$ cat config.mk
export PLATFORM = sky130hd
export DESIGN_NAME = io_segment_descriptor_decode
export DESIGN_NICKNAME = d
export VERILOG_FILES = /design/src/io_seg_pkg.sv /design/src/io_segment_descriptor_decode.sv /design/src/io_desc_fields.sv
export SDC_FILE = /design/constraint.sdc
export NUM_CORES = 1
export LEC_CHECK = 0
export BUFFER_PORTS_ARGS = -buffer_cell sky130_fd_sc_hd__buf_2
export CAP_MARGIN = 10
export CORE_AREA = 5 5 109 111
export CTS_CLUSTER_DIAMETER = 80
export DETAILED_ROUTE_END_ITERATION = 7
export DIE_AREA = 0 0 114 116
export GPL_TIMING_DRIVEN = 0
export HOLD_SLACK_MARGIN = 0.08
export PLACE_DENSITY = 0.84
export SLEW_MARGIN = 30
export SYNTH_ARGS = -nofsm -noshare
export SYNTH_HDL_FRONTEND = slang
export SYNTH_SLANG_ARGS = --single-unit
$ cat constraint.sdc
create_clock -name SYS_CLK -period 6.7 [get_ports SYS_CLK]
set_clock_uncertainty 0.1 [all_clocks]
set_input_delay 0.67 -clock SYS_CLK [delete_from_list [all_inputs] [get_ports SYS_CLK]]
set_output_delay 0.67 -clock SYS_CLK [all_outputs]
set_load 0.01 [all_outputs]
$ cat src/io_seg_pkg.sv
// Purpose: Shared constants and types for the I/O segment descriptor decoder
// Assumes: Descriptor bit 0 is the most significant bit of the 32-bit word
// Notes: Register byte offsets sit on an APB slave with 12-bit address
package io_seg_pkg;
  localparam logic [11:0] OFS_DESC = 12'h000;
  localparam logic [11:0] OFS_STATUS = 12'h004;
  localparam logic [11:0] OFS_MODE = 12'h008;
  localparam logic [31:0] DESC_RST = 32'h0000_0000;
  // Reserved positions 2,3,14..23,27 are held at zero
  localparam logic [31:0] DESC_WMASK = 32'hCFFC_00EF;
  localparam int BIT_TYPE = 0;
  localparam int BIT_PRIV = 1;
  localparam int BIT_SEL_HI = 4;
  localparam int BIT_ACHK = 12;
  localparam int BIT_INCR = 13;
  localparam int BIT_CTRL = 24;
  localparam int BIT_LEGACY = 25;
  localparam int BIT_BYPASS = 26;
  localparam int BIT_EXT_HI = 28;
  localparam logic [7:0] SELECTOR_BASE = 8'h20;
  localparam logic [7:0] LEGACY_TOP = 8'h00;
  localparam logic [3:0] ERR_NONE = 4'h0;
  localparam logic [3:0] ERR_INVALID_OP = 4'h1;
  localparam logic [3:0] ERR_CSFB = 4'h9;
  localparam logic [2:0] BEATS_ONE = 3'h1;

  typedef struct packed {
    logic io_sel;
    logic mine;
    logic user;
    logic addr_chk;
    logic incr;
    logic ctrl;
    logic legacy;
    logic bypass;
    logic std_mode;
    logic [3:0] bus_memory_extent;
  } desc_fields_t;

  typedef struct packed {
    logic valid;
    logic write;
    logic is_mem;
    logic [31:0] ea;
    logic [2:0] size;
    logic [2:0] dev_width;
  } io_req_t;

  typedef enum logic [1:0] {
    ST_IDLE = 2'b00,
    ST_ISSUE = 2'b01,
    ST_WAIT = 2'b11,
    ST_END = 2'b10
  } seq_state_t;

  // Big-endian bit n of the descriptor
  function automatic logic dbit(input logic [31:0] d, input int n);
    return d[31 - n];
  endfunction : dbit
endpackage : io_seg_pkg

$ cat src/io_segment_descriptor_decode.sv
// Purpose: Segment descriptor register and I/O load/store steering onto the expansion bus
// Assumes: One request at a time; REQ held until REQ_DONE; inputs synchronous to SYS_CLK
// Notes: APB answers one cycle into the access phase; all outputs registered
// Contract
// Type 0 to memory, 1 to I/O
// I/O meaning only when selected here
// Key 0 for supervisor, 1 for user
// Reserved descriptor bits written as zero
// Answer selectors 0x20 to 0x23 by strap
// Valid target only with card-selected feedback
// Check bit clear: complete without response
// Check set, no response: interrupt, error code
// Split wide access, increment per bit 13
// Bus memory always increments address
// Software should set increment bit
// Bit 24 enters control-space mode
// Legacy mode only without control space
// Bypass set skips translation checking
// Bypass clear enables authority checking
// Bypass ignored in control space
// Standard address joins extent and EA
// Standard mode when T=1, I=0, M=0
// User control-space access raises interrupt
// Bit 0 is most significant
`timescale 1ns/10ps
module io_segment_descriptor_decode
  import io_seg_pkg::*;
(
  input wire logic SYS_CLK,
  input wire logic NRST,
  input wire logic PSEL,
  input wire logic PENABLE,
  input wire logic PWRITE,
  input wire logic [11:0] PADDR,
  input wire logic [31:0] PWDATA,
  output logic [31:0] PRDATA,
  output logic PREADY,
  output logic PSLVERR,
  input wire logic [1:0] STRAP_SEL,
  input io_req_t REQ,
  output logic REQ_DONE,
  output logic REQ_DSI,
  output logic SYS_MEM_ROUTE,
  output logic BUS_STB,
  output logic BUS_WRITE,
  output logic [31:0] BUS_ADDR,
  input wire logic BUS_ACK,
  input wire logic BUS_CSFB,
  output logic CTRL_SPACE,
  output logic LEGACY_MODE,
  output logic XLATE_EN,
  output logic USER_STATE
);
  desc_fields_t f;
  desc_fields_t f_q, f_d;
  logic [31:0] desc_q, desc_d;
  logic [3:0] err_q, err_d;
  logic [31:0] prdata_q, prdata_d;
  logic pready_q, pready_d, pslverr_q, pslverr_d;
  seq_state_t state_q, state_d;
  logic [2:0] beats_q, beats_d;
  logic [2:0] step_q, step_d;
  logic step_en_q, step_en_d;
  logic write_q, write_d;
  logic [31:0] addr_q, addr_d;
  logic done_q, done_d, dsi_q, dsi_d, sysmem_q, sysmem_d, stb_q, stb_d;
  logic ctrl_q, ctrl_d, legacy_q, legacy_d, xlate_q, xlate_d, user_q, user_d;
  logic err_set;
  logic [3:0] err_code;
  logic take, apb_hit, apb_wr, mapped;

  // big-endian field split
  io_desc_fields u_fields (
    .desc(desc_q),
    .strap_sel(STRAP_SEL),
    .fields(f)
  );

  function automatic logic [2:0] beat_count(input logic [2:0] size, input logic [2:0] dev);
    if (size > dev && dev != 3'h0) begin
      return size / dev;
    end
    return BEATS_ONE;
  endfunction : beat_count

  // Done still stands at the edge where the caller sees it, so a held request must not start again there
  assign take = (state_q == ST_IDLE) && REQ.valid && !done_q;
  assign apb_hit = PSEL && PENABLE && !pready_q;
  assign apb_wr = PSEL && PENABLE && pready_q && PWRITE;
  assign mapped = (PADDR == OFS_DESC) || (PADDR == OFS_STATUS) || (PADDR == OFS_MODE);

  // Register file and APB answer
  always_comb begin
    desc_d = desc_q;
    err_d = err_q;
    prdata_d = prdata_q;
    pready_d = apb_hit;
    pslverr_d = apb_hit && !mapped;
    if (apb_hit) begin
      case (PADDR)
        OFS_DESC: prdata_d = desc_q;
        OFS_STATUS: prdata_d = {28'h000_0000, err_q};
        OFS_MODE: prdata_d = {16'h0000, state_q, 1'b0, f_q};
        default: prdata_d = 32'h0000_0000;
      endcase
    end
    if (apb_wr && PADDR == OFS_DESC) begin
      // reserved positions forced low
      desc_d = PWDATA & DESC_WMASK;
    end
    // Any status write clears; a new error in the same cycle wins
    if (apb_wr && PADDR == OFS_STATUS) begin
      err_d = ERR_NONE;
    end
    if (err_set) begin
      err_d = err_code;
    end
  end

  always_ff @(posedge SYS_CLK or negedge NRST) begin
    if (!NRST) begin
      desc_q <= DESC_RST;
      err_q <= ERR_NONE;
      prdata_q <= 32'h0000_0000;
      pready_q <= 1'b0;
      pslverr_q <= 1'b0;
    end else begin
      desc_q <= desc_d;
      err_q <= err_d;
      prdata_q <= prdata_d;
      pready_q <= pready_d;
      pslverr_q <= pslverr_d;
    end
  end

  // Request sequencer
  always_comb begin
    state_d = state_q;
    f_d = f_q;
    beats_d = beats_q;
    step_d = step_q;
    step_en_d = step_en_q;
    write_d = write_q;
    addr_d = addr_q;
    done_d = 1'b0;
    dsi_d = 1'b0;
    sysmem_d = 1'b0;
    stb_d = 1'b0;
    ctrl_d = ctrl_q;
    legacy_d = legacy_q;
    xlate_d = xlate_q;
    user_d = user_q;
    err_set = 1'b0;
    err_code = ERR_NONE;
    case (state_q)
      ST_IDLE: begin
        if (take) begin
          f_d = f;
          write_d = REQ.write;
          beats_d = beat_count(REQ.size, REQ.dev_width);
          step_d = REQ.dev_width;
          // increment choice
          step_en_d = f.incr || REQ.is_mem;
          // mode flags
          ctrl_d = f.ctrl;
          legacy_d = f.legacy;
          // translation gate
          xlate_d = !f.bypass;
          user_d = f.user;
          // address forming
          if (f.std_mode) begin
            addr_d = {f.bus_memory_extent, REQ.ea[27:0]};
          end else if (f.legacy) begin
            addr_d = {LEGACY_TOP, REQ.ea[23:0]};
          end else begin
            addr_d = REQ.ea;
          end
          state_d = ST_END;
          if (!f.io_sel) begin
            // system memory route
            sysmem_d = 1'b1;
          end else if (!f.mine) begin
            // another controller owns it
            sysmem_d = 1'b0;
          end else if (f.ctrl && f.user) begin
            // privileged space refused
            dsi_d = 1'b1;
            err_set = 1'b1;
            err_code = ERR_INVALID_OP;
          end else begin
            state_d = ST_ISSUE;
          end
        end
      end
      ST_ISSUE: begin
        stb_d = 1'b1;
        state_d = ST_WAIT;
      end
      ST_WAIT: begin
        if (BUS_ACK) begin
          // no feedback with checking on
          if (f_q.addr_chk && !BUS_CSFB) begin
            dsi_d = 1'b1;
            err_set = 1'b1;
            err_code = ERR_CSFB;
            state_d = ST_END;
          end else if (beats_q == BEATS_ONE) begin
            // completes regardless of feedback
            state_d = ST_END;
          end else begin
            // next narrower cycle
            beats_d = beats_q - BEATS_ONE;
            if (step_en_q) begin
              addr_d = addr_q + {29'h0000_0000, step_q};
            end
            state_d = ST_ISSUE;
          end
        end
      end
      ST_END: begin
        done_d = 1'b1;
        state_d = ST_IDLE;
      end
      default: state_d = ST_IDLE;
    endcase
  end

  always_ff @(posedge SYS_CLK or negedge NRST) begin
    if (!NRST) begin
      state_q <= ST_IDLE;
      f_q <= '0;
      beats_q <= 3'h0;
      step_q <= 3'h0;
      step_en_q <= 1'b0;
      write_q <= 1'b0;
      addr_q <= 32'h0000_0000;
      done_q <= 1'b0;
      dsi_q <= 1'b0;
      sysmem_q <= 1'b0;
      stb_q <= 1'b0;
      ctrl_q <= 1'b0;
      legacy_q <= 1'b0;
      xlate_q <= 1'b1;
      user_q <= 1'b0;
    end else begin
      state_q <= state_d;
      f_q <= f_d;
      beats_q <= beats_d;
      step_q <= step_d;
      step_en_q <= step_en_d;
      write_q <= write_d;
      addr_q <= addr_d;
      done_q <= done_d;
      dsi_q <= dsi_d;
      sysmem_q <= sysmem_d;
      stb_q <= stb_d;
      ctrl_q <= ctrl_d;
      legacy_q <= legacy_d;
      xlate_q <= xlate_d;
      user_q <= user_d;
    end
  end

  assign PRDATA = prdata_q;
  assign PREADY = pready_q;
  assign PSLVERR = pslverr_q;
  assign REQ_DONE = done_q;
  assign REQ_DSI = dsi_q;
  assign SYS_MEM_ROUTE = sysmem_q;
  assign BUS_STB = stb_q;
  assign BUS_WRITE = write_q;
  assign BUS_ADDR = addr_q;
  assign CTRL_SPACE = ctrl_q;
  assign LEGACY_MODE = legacy_q;
  assign XLATE_EN = xlate_q;
  assign USER_STATE = user_q;
endmodule : io_segment_descriptor_decode

$ cat src/io_desc_fields.sv
// Purpose: Splits the segment descriptor into its control fields
// Assumes: Strap value is static while requests are served
// Notes: Pure combinational decode
`timescale 1ns/10ps
module io_desc_fields
  import io_seg_pkg::*;
(
  input wire logic [31:0] desc,
  input wire logic [1:0] strap_sel,
  output desc_fields_t fields
);
  logic [7:0] sel;

  always_comb begin
    sel = desc[31 - BIT_SEL_HI -: 8];
    fields.io_sel = dbit(desc, BIT_TYPE);
    // selector match
    fields.mine = fields.io_sel && (sel == (SELECTOR_BASE + {6'h00, strap_sel}));
    fields.user = dbit(desc, BIT_PRIV);
    fields.addr_chk = dbit(desc, BIT_ACHK);
    fields.incr = dbit(desc, BIT_INCR);
    fields.ctrl = dbit(desc, BIT_CTRL);
    // legacy only outside control space
    fields.legacy = dbit(desc, BIT_LEGACY) && !fields.ctrl;
    // bypass ignored in control space
    fields.bypass = dbit(desc, BIT_BYPASS) && !fields.ctrl;
    // standard mode select
    fields.std_mode = fields.io_sel && !fields.ctrl && !dbit(desc, BIT_LEGACY);
    fields.bus_memory_extent = desc[31 - BIT_EXT_HI -: 4];
  end
endmodule : io_desc_fields

==> Yosys cells after proc, flatten, opt, wreduce, memory -nomap -nowiden <==
Index checks and enable logic that the tools add are counted.
{ "classes": {"addsub": 3, "div": 1, "n_lt_le_gt_ge": 1, "eq_ne": 12, "n_mux": 48, "n_reduce_logical": 36} }
{ "op_table": {"columns": ["cell", "count"], "rows": [
  ["$mux 32", 7],
  ["$pmux 32 s3", 1],
  ["$pmux 32 s2", 1],
  ["$add 32x3->32", 1],
  ["$mux 1", 18],
  ["$mux 3", 6],
  ["$logic_and 1x1->1", 17],
  ["$mux 4", 4],
  ["$mux 2", 7],
  ["$eq 12x3->1 const B", 1],
  ["$eq 12x4->1 const B", 1],
  ["$logic_not 12->1", 1],
  ["$ne 2x2->1 const B", 5],
  ["$eq 8x8->1", 1],
  ["$pmux 2 s4", 1],
  ["$pmux 4 s2", 1],
  ["$add 6x2->7 const A", 1],
  ["$logic_not 1->1", 7],
  ["$pmux 3 s2", 1],
  ["$reduce_and 6->1", 1],
  ["$reduce_and 5->1", 1],
  ["$eq 2x2->1 const B", 2],
  ["$reduce_and 2->1", 2],
  ["$reduce_bool 2->1", 2],
  ["other kinds (9)", 11]
]} }
{ "word_totals": {"reg_bits": 117, "in_bits": 94, "output_inout_bits": 75} }

==> Depth between registers and ports, before layout <==
Gate-level depths: netlist (run 1).
{ "logic_depth": {"word_depth": 8, "ltp_mapped": 14} }

==> By module <==
A second synthesis (run 1) with hierarchy kept.
{ "hier_totals": {"cells_unflattened": 581, "hier_area_um2": 5997.0} }
{ "by_module_without_submodules": {"columns": ["mod", "instances", "cells_per_inst", "area_per_inst_um2"], "rows": [
  ["io_segment_descriptor_decode", 1, 564, 5856.9],
  ["io_desc_fields", 1, 17, 140.1]
]} }

==> Least setup slack after synthesis (run 1) <==
OpenSTA, ideal clock, no wires.
{ "synth_timing": {"path_type": "input -> register", "start": "input REQ[0] (netlist name)", "end": "register beats_q[0]", "t_arrival_ps": 2742, "required_ps": 6461, "setup_slack_ps": 3719, "stages": 12, "n_path_buf": 0, "cell_sequence": "inv_1 ha_1 a21oi_1 ha_1 a21boi_0 o21ai_0 o21ai_0 ha_1 a21oi_1 nor2b_1 o311ai_0 o21ai_0"} }
{ "synth_between": {"elab_chain_len": 8, "word_cells_on_any_way": 11, "cone_classes": "div (1); order compare (1); mux (7); reduce/logical (2)"} }
{ "synth_lines": {"columns": ["element", "line_no", "rtl"], "rows": [
  ["start, declared", "io_segment_descriptor_decode.sv:40", "input io_req_t REQ,"],
  ["parallel branches: the longest is 5 deep, another holds $div 3x3->3", null, null],
  ["$mux 3 (*)", "io_segment_descriptor_decode.sv:83", "return BEATS_ONE;"],
  ["$mux 3 (*)", "io_segment_descriptor_decode.sv:157", "if (take) begin"],
  ["$pmux 3 s2 (*)", "io_segment_descriptor_decode.sv:155", "case (state_q)"],
  ["end signal, assigned", "io_segment_descriptor_decode.sv:248", "beats_q <= beats_d;"],
  ["end, declared", "io_segment_descriptor_decode.sv:61", "logic [2:0] beats_q, beats_d;"]
]} }
Every way passes the cells marked *. The select of a mux whose other input is x is not followed.
A chain may end at the register's enable or synchronous reset.

==> Worst setup path after layout (run 1) <==
Ends and elaborated chain as after synthesis.

==> metrics.log, run 1 <==
INFO  metric status = finished clean
INFO  metric die_width = 114 µm
INFO  metric cts_post_setup_buffers_inserted = 0
INFO  metric yosys.area_share.simple = 0.176
INFO  metric rows = 38
INFO  metric cts_buffers = 9
INFO  metric core_area = 0.0107 mm²
INFO  metric route.antenna.remaining_nets = 0
INFO  metric ys.warnings.count = 0
INFO  metric kind_of_end_point_of_the_critical_path = register
INFO  metric worstSetupPathType = in2reg
INFO  metric finalSetupViolCount = 0
INFO  metric static-leakage-power = 0.00340 µW
INFO  metric number_of_vias_per_cell = 5.90
INFO  metric die_area = 0.0132 mm²
INFO  metric flow.area_growth_from_synthesis = 19.5%
INFO  metric wirelength = 16.6 mm
INFO  metric ys_top_cells_by_area = dfrtp_1 (46%), mux2_2 (5.9%), mux2i_1 (4.4%)
INFO  metric setup_repair_after_global_routing_missed_its_margin = no
INFO  metric timing.critical_path.required = 6870 ps
INFO  metric crit-reg2reg-launch = state_q[0]
INFO  metric ir_drop = 0.162 mV
INFO  metric gp_routability_congestion = 0.916
INFO  metric reg2regPathDepth = 7
INFO  metric grt_max_degree = 58
INFO  metric worst_setup_hold_path_clk_slew = 110 ps
INFO  metric drt-pass1-iter-count = 5
INFO  metric post_synthesis_share_of_cell_area_spent_on_full_adders_half_adders_and_majority_gates = 0.0392
INFO  metric cts_buffer_depth = 2
INFO  metric timing.final.max_slew_violations = 0
INFO  metric dpl-instance-area = 0.00692 mm²
INFO  metric reg2reg_slack = 3930 ps
INFO  metric drt_iter0_drcs = 371
INFO  metric yosysTopAreaCellShare = 0.459
INFO  metric finalInstanceArea = 0.00710 mm²
INFO  metric portBuffers = 149
INFO  metric power_density = 322 mW/mm²
INFO  metric cts_tree = built
INFO  metric synth.lib_cells_used.distinct = 69
INFO  metric nNetsFinal = 863
INFO  metric ys.flop_type = dfrtp_1
INFO  metric total_via_count_in_the_routed_design = 5,285
INFO  metric synth_top_family_by_area = simple AND/OR/NAND/NOR gates
INFO  metric post_synth_inst_count = 586
INFO  metric syn-mean-instance-area = 10.1 µm²
INFO  metric max_clock_freq = 321 MHz
INFO  metric floorplan.initialDensity = 0.555
INFO  metric diodes = 0
INFO  metric layout_worst_path_cycle_share = 0.465
INFO  metric fin_crit = 3120 ps
INFO  metric synth_xor_xnor_area_share = 0.00442
INFO  metric grt-ovfl-total = 0
INFO  metric cp_data_arrival_time = 3290 ps
INFO  metric synth.mux.area_fraction = 0.103
INFO  metric ctsHoldBuffers = 0
INFO  metric final.setup.tns = 0 ps
INFO  metric clock_latency = 390 ps
INFO  metric global_route.usage.total = 0.256
INFO  metric die-height = 116 µm
INFO  metric hpwl = 12.5 mm
INFO  metric worstSetupStartpointType = primary input
INFO  metric yosys_reg_bits = 110
INFO  metric worst-path-max-fanout = 5
INFO  metric number_of_synthesized_flops_with_an_enable_pin = 0
INFO  metric fraction_of_final_layout_cells_with_drive_strength_greater_than_1 = 0.313
INFO  metric complex_gate_fraction_of_the_synthesized_area = 0.172
INFO  metric max-cap-violations = 0
INFO  metric capturing_point_of_the_worst_reg2reg_path = f_q[8]
INFO  metric numClockSinks = 110
INFO  metric ctsHtreeMaxLevel = 3
INFO  metric grt_first_pass_wirelength = 27.0 mm
INFO  metric route.detailed.wl_per_inst = 18.5 µm
INFO  metric ioPinCount = 169
INFO  metric sequential_element_share_of_the_synthesized_area = 0.464
INFO  metric yosysTopAreaCell = dfrtp_1
INFO  metric drc_errors = 0
INFO  metric number_of_global_route_vias_before_repair = 5,428
INFO  metric slew_headroom = 0.452
INFO  metric ctsRootBufferMaster = clkbuf_8
INFO  metric worst-slew-pin-transition = 820 ps
INFO  metric post_cts.resized_instances = 0
INFO  metric grt_antenna_before_repair = 1
INFO  metric synth.cell_area = 0.00594 mm²
INFO  metric hold_class = in2async
INFO  metric asyncSetResetFlopFracSynth = 1.00
INFO  metric timing.final.hold_violations = 0
==> worst max-delay path, cell delays in order <==
cell      delay (ps)
buf_2            110
inv_1             60
ha_1             300
a21oi_1          200
ha_1             280
a21boi_0         130
o21ai_0          460
nand2_1          120
o21ai_0          100
ha_1             270
a21oi_1          150
nor2b_1           60
o311ai_0         250
o21ai_0          130
==> cell usage after synthesis, drive strengths merged, types with 2 or more instances <==
cell	n
dfrtp	109
nand2	55
a21oi	40
o21ai	34
mux2	31
mux2i	26
nor2	26
a22o	22
clkbuf	21
inv	20
nand3	19
ha	17
nor3	16
o22ai	15
buf	14
nor4	14
nor2b	11
nand2b	10
nand4	10
or3	8
a21o	7
a22oi	6
and4	5
a211oi	3
a311oi	3
and2	3
nor3b	3
o211ai	3
o31ai	3
a21boi	2
a31o	2
nand3b	2
nand4b	2
o21a	2
o221ai	2
o311ai	2
or2	2
xnor2	2
==> layout make-up <==
| cell class | count | area (µm²) |
|---|---|---|
| Buffer | 35 | 169 |
| Clock buffer | 9 | 124 |
| Clock inverter | 7 | 61.3 |
| Fill cell | 847 | 3600 |
| Inverter | 20 | 75.1 |
| Multi-Input combinational cell | 425 | 2960 |
| Sequential cell | 110 | 2750 |
| Tap cell | 140 | 175 |
| Timing Repair Buffer | 150 | 779 |
==> cells in the final DEF, fill, tap and decap left out, types with 3 or more instances in the layout <==
cell type  instances
or3_1              8
a22oi_1            6
nand2b_1          10
mux2_2            31
nor4_1            11
ha_1              17
a21oi_1           38
nand2_1           54
nand4_1            9
a22o_1            22
clkbuf_1          21
and4_1             3
o21ai_0           34
o22ai_1           15
inv_1             19
inv_8              3
nor4_2             3
buf_4              8
mux2i_1           26
conb_1             5
buf_2            154
nor2_1            24
a311oi_1           3
nor2b_1           10
nor3b_1            3
nand3_1           18
a21o_1             7
nor3_1            16
o211ai_1           3
dfrtp_1          109
clkbuf_8           9
==> worst max-delay path by stage <==
stage	start	endpoint	cells after the start
5_1_grt	REQ[0]	beats_q[0]	13
3_5_place_dp	REQ[0]	beats_q[0]	14
2_1_floorplan	REQ[0]	beats_q[0]	12
6_report	REQ[0]	beats_q[0]	14
4_1_cts	REQ[0]	beats_q[0]	14
3_3_place_gp	REQ[0]	beats_q[0]	13
==> cell families (layout without fill, tap and decap cells) <==
logic type	count (synthesis)	after routing
DFF	110	110
AOI/OAI and AO/OA	151	151
muxes	57	57
buffers and inverters	55	221
and+or+nand+nor	191	191
other	1	5
adders and majority gates	18	18
xor gates and xnor gates	3	3
==> state kept, by name, summed over array words and instances (netlist names), 2 cells and up <==
register	flops
step_q	3
desc_q	19
err_q	2
state_q	2
beats_q	3
PRDATA	27
BUS_ADDR	32
f_q	10
==> metal layers <==
metal,wire length [µm],track usage
met5,11,0
met4,484,0.111
met3,1110,0.0465
met2,8160,0.415
met1,6820,0.338
==> report_power, final <==
part	total (µW)	internal [µW]	switching (µW)
Clock	397	145	252
Combinational	923	358	566
Sequential	966	792	174
==> stage by stage <==
step                worst slack (ps)  hold WS, ps  total power, µW  instances  utilization
floorplan                       3720          274             1530        590            -
global placement                3360          357             1840        879        0.643
detailed placement              3200          364             1880        880        0.646
CTS                             3640          140             2280        896        0.664
global route                    3350          157             2430        896        0.664
finish                          3580          112             2290        896        0.664
(Power assumes the default switching activity.)
==> run 2, diff against run 1 <==
- CORE_AREA: 5 5 109 111 -> 5 5 112 114
- DIE_AREA: 0 0 114 116 -> 0 0 117 119
- PLACE_DENSITY: 0.84 -> 0.8
- clock period: 6.7 -> 3 ns (I/O delays scaled with it)
==> metrics.log, run 2 (synthesis results as in run 1) <==
INFO  metric finalInstanceArea = 0.00741 mm² (was 0.00710 mm²)
INFO  metric worst-path-max-fanout = 10 (was 5)
INFO  metric numClockSinks = 110 (unchanged)
INFO  metric portBuffers = 149 (unchanged)
INFO  metric final.setup.tns = 0 ps (unchanged)
INFO  metric ctsRootBufferMaster = clkbuf_16 (was clkbuf_8)
INFO  metric route.antenna.remaining_nets = 0 (unchanged)
INFO  metric reg2reg_slack = 170 ps (was 3930 ps)
INFO  metric power_density = 732 mW/mm² (was 322 mW/mm²)
INFO  metric route.detailed.wl_per_inst = 18.6 µm (was 18.5 µm)
INFO  metric cts_buffers = 9 (unchanged)
INFO  metric finalSetupViolCount = 0 (unchanged)
INFO  metric dpl-instance-area = 0.00692 mm² (about the same)
INFO  metric grt-ovfl-total = 0 (unchanged)
INFO  metric number_of_global_route_vias_before_repair = 5,559 (was 5,428)
INFO  metric drc_errors = 0 (unchanged)
INFO  metric max-cap-violations = 0 (unchanged)
INFO  metric core_area = 0.0113 mm² (was 0.0107 mm²)
INFO  metric timing.final.hold_violations = 0 (unchanged)
INFO  metric hpwl = 12.4 mm (was 12.5 mm)
INFO  metric cp_data_arrival_time = 2970 ps (was 3290 ps)
INFO  metric ir_drop = 0.573 mV (was 0.162 mV)
INFO  metric grt_max_degree = 57 (was 58)
INFO  metric die-height = 119 µm (was 116 µm)
INFO  metric static-leakage-power = 0.00352 µW (was 0.00340 µW)
INFO  metric grt_antenna_before_repair = 1 (unchanged)
INFO  metric floorplan.initialDensity = 0.525 (was 0.555)
INFO  metric nNetsFinal = 883 (was 863)
INFO  metric whs_path_cells = 2
INFO  metric layout_worst_path_cycle_share = 0.943
INFO  metric worstSetupStartpointType = register (was primary input)
INFO  metric worst-slew-pin-transition = 833 ps (was 820 ps)
INFO  metric worstSetupPathType = reg2reg (was in2reg)
INFO  metric hold-path-endpoint = desc_q[7]
INFO  metric gp_routability_congestion = 0.899 (was 0.916)
INFO  metric clock_latency = 360 ps (was 390 ps)
INFO  metric global_route.usage.total = 0.253 (was 0.256)
INFO  metric reg2regPathDepth = 7 (unchanged)
INFO  metric mostFrequentLayoutCell = buf_2 (unchanged)
INFO  metric timing.final.max_slew_violations = 0 (unchanged)
INFO  metric hold_class = in2reg (was in2async)
INFO  metric cts_post_setup_buffers_inserted = 0 (unchanged)
INFO  metric cts_buffer_depth = 2 (unchanged)
INFO  metric grt_first_pass_wirelength = 28.1 mm (was 27.0 mm)
INFO  metric drt-pass1-iter-count = 5 (unchanged)
INFO  metric crit-reg2reg-launch = state_q[0] (unchanged)
INFO  metric fin_crit = 2830 ps
INFO  metric timing.critical_path.slowest_stage_cell = clkbuf_1 (was o21ai_0)
INFO  metric ctsHtreeMaxLevel = 3 (unchanged)
INFO  metric fraction_of_final_layout_cells_with_drive_strength_greater_than_1 = 0.304 (was 0.313)
INFO  metric kind_of_end_point_of_the_critical_path = register (unchanged)
INFO  metric layout.cells.most_common_list = buf_2 (154), dfrtp_1 (109), nand2_1 (54) (unchanged)
INFO  metric number_of_vias_per_cell = 5.89 (was 5.90)
INFO  metric finalCoreUtilization = 0.655 (was 0.664)
INFO  metric status = finished clean (unchanged)
INFO  metric hold_path.startpoint = PWDATA[7]
INFO  metric largest_register_ff_count = 32 (unchanged)
INFO  metric setup_repair_after_global_routing_missed_its_margin = no (unchanged)
INFO  metric max_clock_freq = 353 MHz
INFO  metric total_via_count_in_the_routed_design = 5,417 (was 5,285)
INFO  metric wirelength = 17.1 mm (was 16.6 mm)
INFO  metric crit_path_cell_trace = inv_1 > ha_1 > clkbuf_1 > nand3b_1 > clkbuf_1 > clkbuf_1 > mux2_2 (was buf_2 > inv_1 > ha_1 > a21oi_1 > ha_1 > a21boi_0 > o21ai_0 > nand2_1 > o21ai_0 > ha_1 > a21oi_1 > nor2b_1 > o311ai_0 > o21ai_0)
INFO  metric rows = 39 (was 38)
INFO  metric die_width = 117 µm (was 114 µm)
INFO  metric flow.area_growth_from_synthesis = 24.7% (was 19.5%)
INFO  metric slew_headroom = 0.444 (was 0.452)
INFO  metric filler_cell_count = 913 (was 847)
INFO  metric timing.critical_path.required = 3150 ps (was 6870 ps)
INFO  metric ioPinCount = 169 (unchanged)
INFO  metric die_area = 0.0139 mm² (was 0.0132 mm²)
INFO  metric diodes = 0 (unchanged)
INFO  metric cts_tree = built (unchanged)
INFO  metric most_common_cell_on_crit_path = clkbuf_1
INFO  metric slowest_delay = 560 ps (was 460 ps)
INFO  metric capturing_point_of_the_worst_reg2reg_path = f_q[9] (was f_q[8])
INFO  metric drt_iter0_drcs = 347 (was 371)
INFO  metric worst_setup_hold_path_clk_slew = 80 ps (was 110 ps)
==> run 2: critical path, delay by kind of cell, from the launching register on <==
family,cells,cell delay (ps)
buffers and inverters,4,1380
flip-flops,1,430
multiplexers,1,410
adder cells (fa/ha/maj),1,200
AND/OR/NAND/NOR,1,190
==> run 2: cell type report <==
| class | instances | area, µm² | share of cell area |
|---|---|---|---|
| clock buffers | 10 | 229 | 0.0309 |
| inverters | 20 | 75.1 | 0.0101 |
| plain buffers | 35 | 169 | 0.0228 |
| flip-flops and latches | 110 | 2750 | 0.372 |
| multi-input cells | 425 | 2960 | 0.400 |
| repair buffers | 170 | 980 | 0.132 |
| clock inverters | 6 | 61.3 | 0.00827 |
| well taps | 143 | 179 | 0.0241 |
==> run 2: where the power goes <==
part	leakage (µW)	switching, µW	total, µW	internal, µW
registers	0.00143	384	2150	1770
logic	0.00195	1260	2070	816
clock network	0.000144	607	1200	589
total	0.00352	2250	5430	3170
==> run 2: worst max path at each step <==
stage               depth (start not counted)  slack, ps    endpoint        from
floorplan                                  12        390  beats_q[0]      REQ[0]
detailed placement                         14       -100  beats_q[0]      REQ[0]
global route                                7         50      f_q[9]  state_q[0]
global placement                           13         30  beats_q[0]      REQ[0]
CTS                                         7        190      f_q[9]  state_q[0]
finish                                      7        170      f_q[9]  state_q[0]
==> run 2: timing repair <==
item | CTS | global route
endpoints found under the setup margin | 0 | 1
gates resized for setup | 0 | 1
hold endpoints to repair | 73 | 0
hold buffers | 20 | 0
==> run 2: through the flow <==
step	worst slack [ps]	std cells	total power, µW	hold slack [ps]
6_report	170	919	5430	85.4
5_1_grt	52.2	919	5780	84.8
4_1_cts	188	919	5420	82.9
3_5_place_dp	-100	883	4210	200
3_3_place_gp	29.8	882	4110	355
2_1_floorplan	389	590	3410	-95.6
==> run 2: metal layers <==
metal  GRT usage  routed length (µm)
met5           0                   7
met4       0.109                 489
met3      0.0467                1210
met2       0.410                8450
met1       0.332                6930
==> run 3, diff against run 2 <==
- GPL_TIMING_DRIVEN: 0 -> unset
==> metrics.log, run 3 (synthesis results as in run 1) <==
INFO  metric final.setup.tns = 0 ps (unchanged)
INFO  metric reg2reg_slack = 420 ps (was 170 ps)
INFO  metric cp_data_arrival_time = 2750 ps (was 2970 ps)
INFO  metric worstSetupPathType = reg2reg (unchanged)
INFO  metric hold_class = in2reg (unchanged)
INFO  metric grt_first_pass_wirelength = 26.5 mm (was 28.1 mm)
INFO  metric ir_drop = 0.772 mV (was 0.573 mV)
INFO  metric die_area = 0.0139 mm² (unchanged)
INFO  metric fraction_of_final_layout_cells_with_drive_strength_greater_than_1 = 0.310 (was 0.304)
INFO  metric rows = 39 (unchanged)
INFO  metric grt_antenna_before_repair = 0 (was 1)
INFO  metric cts_tree = built (unchanged)
INFO  metric gp_routability_congestion = 0.885 (was 0.899)
INFO  metric route.antenna.remaining_nets = 0 (unchanged)
INFO  metric grt-ovfl-total = 0 (unchanged)
INFO  metric numClockSinks = 110 (unchanged)
INFO  metric slew_headroom = 0.526 (was 0.444)
INFO  metric timing.final.max_slew_violations = 0 (unchanged)
INFO  metric power_density = 744 mW/mm² (was 732 mW/mm²)
INFO  metric die-height = 119 µm (unchanged)
INFO  metric global_route.usage.total = 0.238 (was 0.253)
INFO  metric ctsHtreeMaxLevel = 3 (unchanged)
INFO  metric max_clock_freq = 387 MHz (was 353 MHz)
INFO  metric crit-reg2reg-launch = beats_q[0] (was state_q[0])
INFO  metric clock_latency = 360 ps (about the same)
INFO  metric hold-path-endpoint = desc_q[1] (was desc_q[7])
INFO  metric total_power = 5470 µW (was 5430 µW)
INFO  metric worst-path-max-fanout = 17 (was 10)
INFO  metric number_of_global_route_vias_before_repair = 5,247 (was 5,559)
INFO  metric hpwl = 11.4 mm (was 12.4 mm)
INFO  metric core_area = 0.0113 mm² (unchanged)
INFO  metric post-place-ws = 104 ps (was -100 ps)
INFO  metric ioPinCount = 169 (unchanged)
INFO  metric mostFrequentLayoutCell = buf_2 (unchanged)
INFO  metric cts_buffer_depth = 2 (unchanged)
INFO  metric crit_path_cell_trace = ha_1 > nor2b_1 > o31ai_4 > nand2_1 > or3_1 > o211ai_1 (was inv_1 > ha_1 > clkbuf_1 > nand3b_1 > clkbuf_1 > clkbuf_1 > mux2_2)
INFO  metric crit_family = simple AND/OR/NAND/NOR gates (was buffers and inverters)
INFO  metric largest_register_ff_count = 32 (unchanged)
INFO  metric dpl-instance-area = 0.00683 mm² (was 0.00692 mm²)
INFO  metric portBuffers = 150 (was 149)
INFO  metric timing.critical_path.required = 3170 ps (was 3150 ps)
INFO  metric fin_crit = 2580 ps (was 2830 ps)
INFO  metric drt-pass1-iter-count = 5 (unchanged)
INFO  metric worst-slew-pin-transition = 709 ps (was 833 ps)
INFO  metric number_of_vias_per_cell = 5.83 (was 5.89)
INFO  metric floorplan.initialDensity = 0.525 (unchanged)
INFO  metric capturing_point_of_the_worst_reg2reg_path = BUS_ADDR[23] (was f_q[9])
INFO  metric final.setup.worst_slack = 415 ps (was 170 ps)
INFO  metric layout_worst_path_cycle_share = 0.862 (was 0.943)
INFO  metric grt_max_degree = 94 (was 57)
INFO  metric cts_buffers = 9 (unchanged)
INFO  metric ctsRootBufferMaster = clkbuf_16 (unchanged)
INFO  metric finalInstanceArea = 0.00736 mm² (was 0.00741 mm²)
INFO  metric worst-path-stages = 6 (was 7)
INFO  metric die_width = 117 µm (unchanged)
INFO  metric static-leakage-power = 0.00351 µW (was 0.00352 µW)
INFO  metric nNetsFinal = 862 (was 883)
INFO  metric total_via_count_in_the_routed_design = 5,235 (was 5,417)
INFO  metric hold_path.startpoint = PWDATA[1] (was PWDATA[7])
INFO  metric diodes = 0 (unchanged)
INFO  metric slowest_delay = 500 ps (was 560 ps)
INFO  metric drt_iter0_drcs = 397 (was 347)
INFO  metric max-cap-violations = 0 (unchanged)
INFO  metric cts_post_setup_buffers_inserted = 0 (unchanged)
INFO  metric cp_num_buf_inv = 0 (was 4)
INFO  metric flow.area_growth_from_synthesis = 23.9% (was 24.7%)
INFO  metric layout.cells.most_common_list = buf_2 (149), dfrtp_1 (109), nand2_1 (54) (was buf_2 (154), dfrtp_1 (109), nand2_1 (54))
INFO  metric reg2regPathDepth = 6 (was 7)
INFO  metric setup_repair_after_global_routing_missed_its_margin = no (unchanged)
INFO  metric route.detailed.wl_per_inst = 18.0 µm (was 18.6 µm)
INFO  metric worstSetupStartpointType = register (unchanged)
INFO  metric drc_errors = 0 (unchanged)
INFO  metric timing.final.hold_violations = 0 (unchanged)
INFO  metric wirelength = 16.1 mm (was 17.1 mm)
INFO  metric status = finished clean (unchanged)
INFO  metric worst_setup_hold_path_clk_slew = 80 ps (about the same)
INFO  metric finalSetupViolCount = 0 (unchanged)
INFO  metric timing.critical_path.slowest_stage_cell = nand2_1 (was clkbuf_1)
INFO  metric kind_of_end_point_of_the_critical_path = register (unchanged)
INFO  metric whs_path_cells = 2 (unchanged)
run 3: cell type report:
type / instances / area, µm²
Timing Repair Buffer: 184 / 1080
Clock buffer: 10 / 229
Tap cell: 143 / 179
Multi-Input combinational cell: 425 / 2960
Fill cell: 919 / 3960
Inverter: 20 / 75.1
Clock inverter: 6 / 88.8
Sequential cell: 110 / 2750
run 3: stage by stage:
stage,instances,hold slack [ps],util
CTS,897,80.1,0.650
detailed placement,860,81.8,0.603
global route,898,86.4,0.650
global placement,860,79.7,0.603
floorplan,590,-95.6,-
finish,898,90.6,0.650
run 3: worst reg2reg max path: cells and delay by family, from the launching register on:
kind	cells	cell delay (ps)
and+or+nand+nor	3	1160
DFF	1	400
AOI/OAI and AO/OA	2	610
adders and majority gates	1	210
run 3: worst max-delay path by stage:
stage	start	endpoint	slack, ps
final	beats_q[0]	BUS_ADDR[23]	420
after global routing	REQ[0]	beats_q[0]	110
after CTS	state_q[0]	BUS_ADDR[17]	430
after detailed placement	REQ[0]	beats_q[0]	100
after global placement	REQ[0]	beats_q[0]	240
after floorplan	REQ[0]	beats_q[0]	390
run 3: timing repair:
item / 4_1_cts / 5_1_grt
gates resized for setup: 0 / 0
hold buffers: 21 / 1
hold endpoints to repair: 37 / 1
setup endpoints to repair: 0 / 0
run 3: report_power, final:
part | internal, µW | switching, µW
Combinational | 819 | 1200
Sequential | 1770 | 401
Clock | 677 | 607
Total | 3270 | 2210
run 3: per-layer routing:
| metal | wire (µm) | global-route usage | vias to the layer above |
|---|---|---|---|
| met2 | 8040 | 0.387 | 194 |
| met1 | 6560 | 0.315 | 2542 |
| met4 | 324 | 0.0731 | 0 |
| li1 | - | - | 2475 |
| met5 | 0 | 0 | - |
| met3 | 1210 | 0.0538 | 24 |
